--- src/verilog/spi_cfg_pkg.sv ---
// Purpose: Shared constants for the serial port configuration block.
// Assumes: APB slave with 32-bit data, one aligned word per register.
// Notes: Prescale encodings and register offsets are local decisions.
`default_nettype none
package spi_cfg_pkg;
    localparam logic [11:0] CTRL1_OFFSET = 12'h000;
    localparam logic [11:0] DATA_OFFSET = 12'h004;
    localparam logic [11:0] STATUS_OFFSET = 12'h008;
    localparam logic [11:0] CONFIG_OFFSET = 12'h00C;
    localparam int CTRL1_WIDTH = 13;
    localparam logic [12:0] CTRL1_RESET = 13'h0000;
    localparam int CLK_PIN_DIS_BIT = 12;
    localparam int DATA_OUT_DIS_BIT = 11;
    localparam int WORD_WIDTH_BIT = 10;
    localparam int SAMPLE_PHASE_BIT = 9;
    localparam int OUT_EDGE_BIT = 8;
    localparam int SEL_PIN_EN_BIT = 7;
    localparam int CLK_POL_BIT = 6;
    localparam int CTRL_ROLE_BIT = 5;
    localparam int SEC_PRE_LSB = 2;
    localparam int PRI_PRE_LSB = 0;
    localparam int STAT_BUSY_BIT = 0;
    localparam int STAT_RX_FULL_BIT = 1;
    localparam int STAT_OVERFLOW_BIT = 2;
    localparam int CFG_ENABLE_BIT = 0;
    localparam int CFG_FRAMED_BIT = 1;
    localparam logic [1:0] CONFIG_RESET = 2'h0;
    localparam int BYTE_BITS = 8;
    localparam int WORD_BITS = 16;
    localparam int RATIO_WIDTH = 10;
    localparam int SYNC_STAGES = 2;
endpackage : spi_cfg_pkg
`default_nettype wire

--- src/verilog/sync_2ff.sv ---
// Purpose: Two-stage synchroniser for pin inputs.
// Assumes: Inputs are asynchronous levels.
// Notes: The first stage is read only by the second stage.
`timescale 1ns/1ps
`default_nettype none
module sync_2ff #(
    parameter int WIDTH = 3
) (
    input wire logic clk,
    input wire logic srst,
    input wire logic [WIDTH-1:0] async_in,
    output logic [WIDTH-1:0] sync_out
);
    logic [WIDTH-1:0] meta_r;
    initial begin
        if (WIDTH < 1) begin
            $error("sync_2ff: WIDTH must be at least 1");
        end
    end
    always_ff @(posedge clk) begin
        if (srst) begin
            meta_r <= '0;
            sync_out <= '0;
        end else begin
            meta_r <= async_in;
            sync_out <= meta_r;
        end
    end
endmodule // sync_2ff
`default_nettype wire

--- src/verilog/clk_divider.sv ---
// Purpose: Half-period tick generator for the serial clock.
// Assumes: ratio is the full serial clock period in system clock cycles.
// Notes: Odd ratios give a slightly longer second half.
`timescale 1ns/1ps
`default_nettype none
module clk_divider #(
    parameter int WIDTH = 10
) (
    input wire logic clk,
    input wire logic srst,
    input wire logic run,
    input wire logic [WIDTH-1:0] ratio,
    output logic half_tick
);
    logic [WIDTH-1:0] count_r;
    logic [WIDTH-1:0] half_point;
    initial begin
        if (WIDTH < 2) begin
            $error("clk_divider: WIDTH must be at least 2");
        end
    end
    assign half_point = ratio >> 1;
    always_ff @(posedge clk) begin
        if (srst || !run) begin
            count_r <= '0;
        end else if (count_r >= ratio - 1'b1) begin
            count_r <= '0;
        end else begin
            count_r <= count_r + 1'b1;
        end
    end
    always_comb begin
        half_tick = run && ((count_r == (ratio - 1'b1)) || (count_r == half_point - 1'b1 && half_point != '0));
    end
endmodule // clk_divider
`default_nettype wire

--- src/verilog/spi_port.sv ---
// Purpose: Serial port with controller and peripheral roles, configured over APB.
// Assumes: SPI pins are asynchronous to SYS_CLK and pass two flip-flops first.
// Notes: Serial clock period in controller role is the prescale product in SYS_CLK cycles.
//
// Register access over APB and the address map are this design's own decisions.
`timescale 1ns/1ps
`default_nettype none
module spi_port
    import spi_cfg_pkg::*;
(
    input wire logic SYS_CLK,
    input wire logic SRST,
    input wire logic PSEL,
    input wire logic PENABLE,
    input wire logic PWRITE,
    input wire logic [11:0] PADDR,
    input wire logic [31:0] PWDATA,
    output logic [31:0] PRDATA,
    output logic PREADY,
    output logic PSLVERR,
    input wire logic SCK_IN,
    output logic SCK_OUT,
    output logic SCK_OE,
    output logic SDO_OUT,
    output logic SDO_OE,
    input wire logic SDI_IN,
    input wire logic SS_N_IN
);
    typedef enum logic [2:0] {
        ST_IDLE = 3'b001,
        ST_CTRL = 3'b010,
        ST_PERI = 3'b100
    } state_e;

    state_e state_r;
    logic [CTRL1_WIDTH-1:0] ctrl1_r;
    logic [1:0] config_r;
    logic [WORD_BITS-1:0] tx_hold_r;
    logic [WORD_BITS-1:0] tx_shift_r;
    logic [WORD_BITS-1:0] rx_shift_r;
    logic [WORD_BITS-1:0] rx_buf_r;
    logic rx_full_r;
    logic overflow_r;
    logic tx_pending_r;
    logic sck_r;
    logic [5:0] half_r;
    logic [4:0] bits_r;
    logic sck_prev_r;
    logic [2:0] pins_sync;
    logic sck_s;
    logic sdi_s;
    logic ss_n_s;
    logic half_tick;
    logic [RATIO_WIDTH-1:0] ratio;
    logic [RATIO_WIDTH-1:0] pri_ratio;
    logic [RATIO_WIDTH-1:0] sec_ratio;
    logic setup_ph;
    logic access_ph;
    logic addr_ok;
    logic wr_data;
    logic rd_data;
    logic wr_status;
    logic enabled;
    logic is_ctrl;
    logic word_mode;
    logic late_sample;
    logic cke;
    logic cpol;
    logic [5:0] nbits;
    logic [5:0] last_half;
    logic [5:0] soff;
    logic ctl_sample;
    logic ctl_shift;
    logic ctl_done;
    logic sel_active;
    logic lead_edge;
    logic trail_edge;
    logic per_sample;
    logic per_shift;
    logic per_done;
    logic done;
    logic [WORD_BITS-1:0] rx_next;
    logic [WORD_BITS-1:0] rx_last;

    sync_2ff #(.WIDTH(3)) u_sync (
        .clk(SYS_CLK),
        .srst(SRST),
        .async_in({SCK_IN, SDI_IN, SS_N_IN}),
        .sync_out(pins_sync)
    );
    assign sck_s = pins_sync[2];
    assign sdi_s = pins_sync[1];
    assign ss_n_s = pins_sync[0];

    // Primary: 4^(3-code); secondary: 8-code. Product is the serial clock period.
    assign pri_ratio = RATIO_WIDTH'(1) << (2 * (3 - ctrl1_r[PRI_PRE_LSB +: 2]));
    assign sec_ratio = RATIO_WIDTH'(4'd8 - {1'b0, ctrl1_r[SEC_PRE_LSB +: 3]});
    assign ratio = RATIO_WIDTH'(pri_ratio * sec_ratio);

    clk_divider #(.WIDTH(RATIO_WIDTH)) u_div (
        .clk(SYS_CLK),
        .srst(SRST),
        .run(state_r == ST_CTRL),
        .ratio(ratio),
        .half_tick(half_tick)
    );

    assign enabled = config_r[CFG_ENABLE_BIT];
    assign is_ctrl = ctrl1_r[CTRL_ROLE_BIT];
    assign word_mode = ctrl1_r[WORD_WIDTH_BIT];
    assign late_sample = ctrl1_r[SAMPLE_PHASE_BIT] && is_ctrl;
    assign cke = ctrl1_r[OUT_EDGE_BIT] && !config_r[CFG_FRAMED_BIT];
    assign cpol = ctrl1_r[CLK_POL_BIT];
    assign nbits = word_mode ? 6'(WORD_BITS) : 6'(BYTE_BITS);

    // Controller timing over half periods: even halves are leading edges.
    assign soff = {5'd0, !cke} + {5'd0, late_sample};
    assign last_half = (nbits << 1) - 6'd1 + {5'd0, !cke && late_sample};
    assign ctl_sample = state_r == ST_CTRL && half_tick && half_r >= soff && !(half_r[0] ^ soff[0]);
    assign ctl_shift = state_r == ST_CTRL && half_tick && (cke ? half_r[0] : (!half_r[0] && half_r != 6'd0));
    assign ctl_done = state_r == ST_CTRL && half_tick && half_r == last_half;

    // Peripheral timing from the synchronised clock pin.
    assign sel_active = ctrl1_r[SEL_PIN_EN_BIT] ? !ss_n_s : 1'b1;
    assign lead_edge = (sck_s != sck_prev_r) && (sck_s != cpol);
    assign trail_edge = (sck_s != sck_prev_r) && (sck_s == cpol);
    assign per_sample = state_r == ST_PERI && sel_active && (cke ? lead_edge : trail_edge);
    assign per_shift = state_r == ST_PERI && sel_active && (cke ? trail_edge : (lead_edge && bits_r != 5'd0));
    assign per_done = per_sample && (6'(bits_r) == nbits - 6'd1);
    assign done = ctl_done || per_done;
    assign rx_next = {rx_shift_r[WORD_BITS-2:0], sdi_s};
    // A controller frame may end half a period after its last sample, so only a sampling cycle adds a bit.
    assign rx_last = (ctl_sample || per_sample) ? rx_next : rx_shift_r;

    assign setup_ph = PSEL && !PENABLE;
    assign access_ph = PSEL && PENABLE;
    assign addr_ok = PADDR == CTRL1_OFFSET || PADDR == DATA_OFFSET || PADDR == STATUS_OFFSET ||
                     PADDR == CONFIG_OFFSET;
    assign wr_data = access_ph && PWRITE && PADDR == DATA_OFFSET;
    assign rd_data = access_ph && !PWRITE && PADDR == DATA_OFFSET;
    assign wr_status = access_ph && PWRITE && PADDR == STATUS_OFFSET;
    assign PREADY = 1'b1;
    assign PSLVERR = access_ph && !addr_ok;

    always_ff @(posedge SYS_CLK) begin
        if (SRST) begin
            ctrl1_r <= CTRL1_RESET;
            config_r <= CONFIG_RESET;
        end else if (access_ph && PWRITE) begin
            if (PADDR == CTRL1_OFFSET) begin
                ctrl1_r <= PWDATA[CTRL1_WIDTH-1:0];
            end
            if (PADDR == CONFIG_OFFSET) begin
                config_r <= PWDATA[1:0];
            end
        end
    end

    // Read data is captured in the setup cycle so it comes from a flip-flop.
    always_ff @(posedge SYS_CLK) begin
        if (SRST) begin
            PRDATA <= 32'h0000_0000;
        end else if (setup_ph && !PWRITE) begin
            case (PADDR)
                CTRL1_OFFSET: PRDATA <= {19'd0, ctrl1_r};
                DATA_OFFSET: PRDATA <= {16'd0, rx_buf_r};
                STATUS_OFFSET: PRDATA <= {29'd0, overflow_r, rx_full_r, state_r != ST_IDLE};
                CONFIG_OFFSET: PRDATA <= {30'd0, config_r};
                default: PRDATA <= 32'h0000_0000;
            endcase
        end
    end

    always_ff @(posedge SYS_CLK) begin
        if (SRST) begin
            tx_hold_r <= '0;
            tx_pending_r <= 1'b0;
        end else if (wr_data) begin
            tx_hold_r <= PWDATA[WORD_BITS-1:0];
            tx_pending_r <= 1'b1;
        end else if (state_r == ST_IDLE && enabled && tx_pending_r && is_ctrl) begin
            tx_pending_r <= 1'b0;
        end else if (state_r == ST_PERI && bits_r == 5'd0 && !per_sample && tx_pending_r) begin
            tx_pending_r <= 1'b0;
        end
    end

    always_ff @(posedge SYS_CLK) begin
        if (SRST) begin
            rx_buf_r <= '0;
            rx_full_r <= 1'b0;
            overflow_r <= 1'b0;
        end else begin
            if (done) begin
                rx_buf_r <= word_mode ? rx_last : {8'd0, rx_last[BYTE_BITS-1:0]};
            end
            // A completion in the same cycle as the read keeps the flag set.
            if (done) begin
                rx_full_r <= 1'b1;
            end else if (rd_data) begin
                rx_full_r <= 1'b0;
            end
            if (done && rx_full_r && !rd_data) begin
                overflow_r <= 1'b1;
            end else if (wr_status && PWDATA[STAT_OVERFLOW_BIT]) begin
                overflow_r <= 1'b0;
            end
        end
    end

    always_ff @(posedge SYS_CLK) begin
        if (SRST) begin
            state_r <= ST_IDLE;
        end else if (!enabled) begin
            state_r <= ST_IDLE;
        end else begin
            case (state_r)
                ST_IDLE: begin
                    if (is_ctrl && tx_pending_r) begin
                        state_r <= ST_CTRL;
                    end else if (!is_ctrl) begin
                        state_r <= ST_PERI;
                    end
                end
                ST_CTRL: begin
                    if (ctl_done) begin
                        state_r <= ST_IDLE;
                    end
                end
                ST_PERI: begin
                    if (is_ctrl) begin
                        state_r <= ST_IDLE;
                    end
                end
                default: state_r <= ST_IDLE;
            endcase
        end
    end

    always_ff @(posedge SYS_CLK) begin
        if (SRST) begin
            half_r <= '0;
            sck_r <= 1'b0;
        end else if (state_r != ST_CTRL) begin
            half_r <= '0;
            sck_r <= cpol;
        end else if (half_tick) begin
            half_r <= half_r + 6'd1;
            if (half_r < (nbits << 1)) begin
                sck_r <= ~sck_r;
            end
        end
    end

    always_ff @(posedge SYS_CLK) begin
        if (SRST) begin
            bits_r <= '0;
            sck_prev_r <= 1'b0;
        end else begin
            sck_prev_r <= sck_s;
            if (state_r != ST_PERI || !sel_active || per_done) begin
                bits_r <= '0;
            end else if (per_sample) begin
                bits_r <= bits_r + 5'd1;
            end
        end
    end

    // The transmit word is left aligned so its top bit always drives the pin.
    always_ff @(posedge SYS_CLK) begin
        if (SRST) begin
            tx_shift_r <= '0;
            rx_shift_r <= '0;
        end else begin
            if (ctl_sample || per_sample) begin
                rx_shift_r <= rx_next;
            end
            if (state_r == ST_IDLE || (state_r == ST_PERI && bits_r == 5'd0 && !per_sample)) begin
                if (state_r == ST_IDLE || tx_pending_r) begin
                    tx_shift_r <= word_mode ? tx_hold_r : {tx_hold_r[BYTE_BITS-1:0], 8'd0};
                end
            end else if (ctl_shift || per_shift) begin
                tx_shift_r <= {tx_shift_r[WORD_BITS-2:0], 1'b0};
            end
        end
    end

    always_ff @(posedge SYS_CLK) begin
        if (SRST) begin
            SCK_OUT <= 1'b0;
            SCK_OE <= 1'b0;
            SDO_OUT <= 1'b0;
            SDO_OE <= 1'b0;
        end else begin
            SCK_OUT <= sck_r;
            SCK_OE <= enabled && is_ctrl && !ctrl1_r[CLK_PIN_DIS_BIT];
            SDO_OUT <= tx_shift_r[WORD_BITS-1];
            SDO_OE <= enabled && !ctrl1_r[DATA_OUT_DIS_BIT] && (is_ctrl || sel_active);
        end
    end
endmodule // spi_port
`default_nettype wire

--- config.mk ---
export PLATFORM = sky130hd
export DESIGN_NAME = spi_port
export DESIGN_NICKNAME = d
export VERILOG_FILES = /design/src/verilog/spi_cfg_pkg.sv /design/src/verilog/sync_2ff.sv /design/src/verilog/clk_divider.sv /design/src/verilog/spi_port.sv
export SDC_FILE = /design/constraint.sdc
export NUM_CORES = 1
export LEC_CHECK = 0
export ABC_AREA = 1
export BUFFER_PORTS_ARGS = -buffer_cell sky130_fd_sc_hd__buf_2
export CAP_MARGIN = 15
export CORE_UTILIZATION = 50
export DETAILED_ROUTE_END_ITERATION = 10
export PLACE_DENSITY = 0.7
export SLEW_MARGIN = 20
export SYNTH_ARGS = -nofsm -noshare
export SYNTH_HDL_FRONTEND = slang
export SYNTH_SLANG_ARGS = --single-unit
--- constraint.sdc ---
create_clock -name SYS_CLK -period 5.45 [get_ports SYS_CLK]
set_clock_uncertainty 0.1 [all_clocks]
set_input_delay 0.2725 -clock SYS_CLK [delete_from_list [all_inputs] [get_ports SYS_CLK]]
set_output_delay 0.2725 -clock SYS_CLK [all_outputs]
set_load 0.005 [all_outputs]
==> results of run 1 <==
[worst paths after layout]
check	startpoint	to	slack (ns)	cells past startpoint
worst max-delay path	ctrl1_r[2]	rx_buf_r[12]	0.47	25
worst min-delay path	PWDATA[13]	tx_hold_r[13]	0.03	3
worst max register to register	ctrl1_r[2]	rx_buf_r[12]	0.47	25
worst min register to register	u_sync.meta_r[0]	u_sync.sync_out[0]	0.30	2
[metrics by stage]
step,std cells,util [%],setup WS [ns]
after floorplan,1086,-,1.17
after global placement,1277,53.0,0.571
after detailed placement,1277,53.0,0.471
after CTS,1312,57.4,0.443
after global routing,1312,57.5,0.00190
final,1312,57.5,0.471
[area by class of cell]
cell class / instances / area share [%]
clock buffer: 18 / 5.26
timing repair buffer: 63 / 4.07
inverter: 148 / 6.65
multi-input combinational: 751 / 47.2
clock inverter: 14 / 1.98
sequential: 134 / 32.1
tap: 184 / 2.76
[timing repair]
action                                  CTS  global route
hold buffers                              3             0
endpoints found under the setup margin    0             7
resized for setup                         0             2
endpoints found under the hold margin     3             0
[sequential cells by signal (all words and copies together) (netlist names), 3 cells and up]
name             flops
state_r              3
half_r               6
rx_shift_r          16
u_sync.sync_out      3
ctrl1_r             13
u_div.count_r       10
bits_r               5
tx_shift_r          16
rx_buf_r            16
tx_hold_r           16
u_sync.meta_r        3
PRDATA              16
[worst reg2reg max path, stage by stage (launching register included)]
cell and delay [ns]:
dfxtp_1 0.37, inv_1 0.12, ha_1 0.34, inv_1 0.08, nor2_1 0.11, ha_1 0.15, inv_1 0.05, fa_1 0.51
inv_1 0.06, ha_1 0.38, nor2_1 0.17, nand2_1 0.10, nor2_1 0.17, nand3_1 0.11, xor2_1 0.17, ha_1 0.30
nand2_1 0.08, nor4_1 0.31, nand3_1 0.20, nand2_4 0.17, nand3_4 0.23, nand2_4 0.29, nand2_1 0.11, nand2_1 0.08
nand3_1 0.08, nand2_1 0.08
[where the power goes]
part | switching [mW] | internal (mW) | leakage (nW)
clock | 0.473 | 0.697 | 0.284
sequential | 0.000968 | 0.982 | 1.08
combinational | 0.0335 | 0.0167 | 2.31
total | 0.507 | 1.70 | 3.67
[layer usage]
| layer | share of wire (%) | vias to the layer above | global-route usage (%) |
|---|---|---|---|
| met3 | 3.5 | 30 | 4.67 |
| li1 | - | 3552 | - |
| met1 | 46 | 3043 | 30.2 |
| met5 | 0 | - | 0 |
| met4 | 2.5 | 0 | 9.41 |
| met2 | 48 | 144 | 40.1 |
[kinds of logic after synthesis]
family	after synthesis	synth area share, %
AND/OR/NAND/NOR	489	29.4
flip-flops	134	36.1
buffers and inverters	201	11.7
XOR/XNOR	18	2.12
adder cells (fa/ha/maj)	35	6.10
other	2	0.101
AO/OA/AOI/OAI	192	14.5
[placed cells by master (no fill, tap or decap), drive strengths merged, types with 3 or more instances in the layout]
master	n
a211oi	4
a21oi	104
a31oi	10
buf	60
clkbuf	18
clkinv	6
clkinvlp	4
conb	17
dfxtp	134
dlygate4sd3	3
ha	33
inv	150
nand2	252
nand3	116
nand3b	6
nand4	9
nor2	82
nor3	15
nor4	4
o211ai	3
o21ai	49
o221ai	3
o22ai	6
o31ai	9
or2	3
xnor2	6
xor2	12
==> results.md, run 1 <==
- Status: completed
- Worst-Skew Late Latency: 0.43 ns
- Critical-path maximum fanout: 17
- Pre-antenna DRT Iters: 5
- Clock Tree Root: clkbuf_16
- Most frequent cell after synthesis: nand2_1
- Delay-heaviest family, CP: simple AND/OR/NAND/NOR gates
- Min-Delay Path Class: primary input to flip-flop
- Routed WL per cell: 13.4 microns
- Crit path launch type: flip-flop
- Synth top area cells: dfxtp_1, nand2_1, nand3_1
- Die ar.: 15300 sq um
- Post-synth top area share: 36.1%
- Buf+Inv Stages, Crit Path: 4
- Design area: 8350 sq um
- Final wirelength: 17500 microns
- Most frequent cells after synthesis: nand2_1, inv_1, dfxtp_1
- NumNets Final: 1202
- Reg area: 2680 sq um
- H-tree levels: 4
- Core area: 14500 sq um
- Netlist cell types: 48
- Clock-pin slew on the worst setup and hold paths: 0.06 ns
- Clock Path Buffers: 2
- Critical path capture point type: flip-flop
- Ys flop type: dfxtp_1
- Worst path slowest cell: fa_1
- Footprint of the multi-input gates: 3940 sq um
- Die X: 124 microns
- FMAX: 201 MHz
- Post-synth EDFFs: 0
- Syn. warnings: 0
- Async set-reset flop share out of synthesis: 0%
- Area delta synth->final: 12.5%
- Total I/O pin count: 90
- Die Y-Extent: 124 microns
- CTS tree: yes
- Setup TNS: 0 ns
- Dpl cell area: 7710 sq um
- CTS buffer count: 17
- Most Frequent Cell on Critical Path: nand2_1
- Min Clock Period, post-route: 4.98 ns
- Layout cell share with drive strength beyond 1: 10.9%
- Mean Syn Cell Area: 6.93 sq um
- Via count: 6769
- Post-synthesis register bit count: 134
- Placer's final routability congestion estimate: 0.872
- Tot GR Track Use: 24.0%
- Vias in the first global route: 6041
- Dominant cell type by area after synthesis: dfxtp_1
- Post-CTS setup buffer count: 0
- Fillers: 1389
- Final Cycle Share: 91.4%
- Largest stage delay, worst path: 0.51 ns
- Drt drc: 0
- Vias per inst: 5.16
- Final setup viols: 0
- RSZ-0062 raised after global routing: no
- Detailed Place HPWL: 12400 microns
- First-pass GRT wire length: 28400 microns
- Smallest hold slack: 0.0319 ns
- CP Data Required Time: 5.72 ns
- Initial core utilization: 51.1%
- Mapped cell area: 7420 sq um
- Gr ovfl total: 0
- CTS Sinks: 134
- Largest net degree at the start of global routing: 64
- Final Max Slew Viols: 0
- Final Hold Violating Endpoints: 0
- Peak supply drop: 0.238 mV
- WS Path Type: flip-flop to flip-flop
- Antenna cells: 0
- Initial antenna violation count: 0
- Total power draw: 2.20 mW
- Rel. slew slack: 31.5%
- Total of max-cap violations: 0
- Row count: 44
- DRT antenna net count: 0
- Leakage: 3.67 nW
- Iter 0 DRT Violations: 449
- Data arrival, critical path: 5.25 ns
- Synth Instances: 1071
- Worst-Margin Slew: 1.03 ns
- Power Density: 264 nW/um^2
- Port bufs: 56
- Seq/Total Area, Yosys: 36.1%
(Power assumes the default switching activity.)
==> run 2, diff against run 1 <==
PLACE_DENSITY = 0.73   (was 0.7)
clock period = 4.4 ns   (was 5.45 ns; I/O delays follow)
==> results.md, run 2 (synthesis results as in run 1) <==
- Routed WL per cell: 13.3 microns (-0.37%)
- Final Hold Violating Endpoints: 0 (unchanged)
- Crit path launch type: flip-flop
- Port bufs: 56 (unchanged)
- Fillers: 1391 (+0.14%)
- Initial antenna violation count: 0 (unchanged)
- Final Max Slew Viols: 0 (unchanged)
- Final setup viols: 0 (unchanged)
- Sw Share: 21.7% (-1.3 points)
- Die ar.: 15300 sq um (unchanged)
- Peak supply drop: 0.280 mV (+18%)
- Data arrival, critical path: 4.40 ns (-0.85 ns)
- Largest net degree at the start of global routing: 63 (-1.6%)
- Via count: 7037 (+4.0%)
- Combinational group share of total power: 2.5% (+0.2 points)
- Final WS setup: 0.202 ns (-0.269 ns)
- First-pass GRT wire length: 29000 microns (+1.9%)
- Leading cell type in the layout, fill and taps excluded: nand2_1
- Power Density: 306 nW/um^2 (+16%)
- Detailed Place HPWL: 12600 microns (+1.7%)
- Footprint of the multi-input gates: 4040 sq um (+2.6%)
- Total I/O pin count: 90 (unchanged)
- Area delta synth->final: 17.2%
- Total power draw: 2.66 mW (+21%)
- DRT antenna net count: 0 (unchanged)
- Initial core utilization: 51.1% (unchanged)
- CTS tree: yes
- Pre-antenna DRT Iters: 6 (+1)
- Final wirelength: 17900 microns (+2.0%)
- Layout cell share with drive strength beyond 1: 15.2% (+4.3 points)
- Row count: 44 (unchanged)
- Worst-Margin Slew: 0.951 ns (-0.0750 ns)
- Min-Delay Path Class: primary input to flip-flop
- H-tree levels: 4 (unchanged)
- Setup TNS: 0 ns (unchanged)
- Iter 0 DRT Violations: 590 (+31%)
- Final Cycle Share: 95.4% (+4.1 points)
- Dpl cell area: 7880 sq um (+2.2%)
- Antenna cells: 0 (unchanged)
- Critical-path maximum fanout: 8 (-9)
- Sequential Power Share: 45.7% (+1.1 points)
- Commonest cells after routing, fill and taps aside: nand2_1, inv_1, dfxtp_1
- Place WS: -0.0656 ns (-0.537 ns)
- Vias per inst: 5.24 (+1.6%)
- CTS buffer count: 17 (unchanged)
- Clock Path Buffers: 2 (unchanged)
- Critical path capture point type: flip-flop
- Vias in the first global route: 6207 (+2.7%)
- Net Sw Power: 0.578 mW (+14%)
- Smallest hold slack: 0.0187 ns (-0.0132 ns)
- NumNets Final: 1234 (+2.7%)
- Tot GR Track Use: 24.3% (+0.34 points)
- Clock network power share: 51.8% (-1.3 points)
- CP Data Required Time: 4.61 ns (-1.11 ns)
- Rel. slew slack: 36.5% (+5.0 points)
- CTS Sinks: 134 (unchanged)
- WS Path Type: flip-flop to flip-flop
- Placed insts: 1298 (+1.6%)
- Gr ovfl total: 0 (unchanged)
- Worst-Skew Late Latency: 0.42 ns (about the same)
- Clock-pin slew on the worst setup and hold paths: 0.06 ns (about the same)
- Leakage: 3.83 nW (+4.3%)
- Die Y-Extent: 124 microns (unchanged)
- Core Util, Final: 59.9% (+2.4 points)
- Total of max-cap violations: 0 (unchanged)
- FMAX: 238 MHz (+19%)
- Reg area: 2690 sq um (about the same)
- Clock Tree Root: clkbuf_16
- Die X: 124 microns (unchanged)
- Int Pwr: 2.09 mW (+23%)
- Min Clock Period, post-route: 4.20 ns (-0.781 ns)
- Design area: 8700 sq um (+4.2%)
- Layout Cells excl Fill: 1343 (+2.4%)
- Core area: 14500 sq um (unchanged)
- Status: completed
- Drt drc: 0 (unchanged)
- Placer's final routability congestion estimate: 0.857 (-1.8%)
-- run 2: timing repair --
| action | in CTS | in global routing |
|---|---|---|
| pin swaps | 4 | 11 |
| gates resized for setup | 9 | 27 |
| setup buffers | 3 | 3 |
| cloned | 0 | 0 |
| endpoints found under the hold margin | 8 | 0 |
| endpoints found under the setup margin | 47 | 70 |
| hold buffers | 8 | 0 |
-- run 2: cell type report --
cell class	count	area share (%)
Clock buffer	20	5.13
Clock inverter	11	1.45
Inverter	148	6.38
Multi-Input combinational cell	751	46.5
Sequential cell	134	30.8
Tap cell	184	2.64
Timing Repair Buffer	95	7.09
-- run 2: path summary, 6_finish.rpt --
path | from | end | slack [ns] | cells after the start
worst min register to register | u_sync.meta_r[0] | u_sync.sync_out[0] | 0.30 | 2
worst max register to register | ctrl1_r[3] | rx_buf_r[11] | 0.20 | 25
worst min-delay path | PWDATA[8] | tx_hold_r[8] | 0.02 | 3
worst max-delay path | ctrl1_r[3] | rx_buf_r[11] | 0.20 | 25
-- run 2: power by group through the flow --
stage                     Combinational [mW]  Sequential [mW]  Clock [mW]
after detailed placement              0.0610             1.24           0
after global routing                  0.0757             1.22        1.45
after floorplan                       0.0427             1.24           0
final                                 0.0672             1.22        1.38
after CTS                             0.0668             1.22        1.40
after global placement                0.0603             1.24           0
-- run 2: worst max-delay path: stages (launching register included) --
cell and delay (ns):
dfxtp_2 0.34, inv_2 0.05, ha_4 0.26, inv_1 0.05
nor2_1 0.10, ha_1 0.14, inv_1 0.04, fa_1 0.49
inv_1 0.06, ha_2 0.28, nor2_2 0.12, nand2_1 0.10
nor2_2 0.12, nand3_1 0.09, xor2_1 0.16, ha_1 0.32
nand2_2 0.09, nor4_4 0.17, nand3_2 0.14, nand2_4 0.14
nand3_4 0.17, buf_6 0.22, nand3_1 0.08, nand2_1 0.08
nand3_1 0.08, nand2_1 0.07
-- run 2: metal layers --
layer / GRT usage (%) / wire [microns] / up-vias
met5: 0 / 0 / -
met4: 7.61 / 327 / 0
met3: 4.76 / 732 / 31
met2: 41.1 / 8780 / 170
met1: 31.0 / 8040 / 3214
li1: - / - / 3622
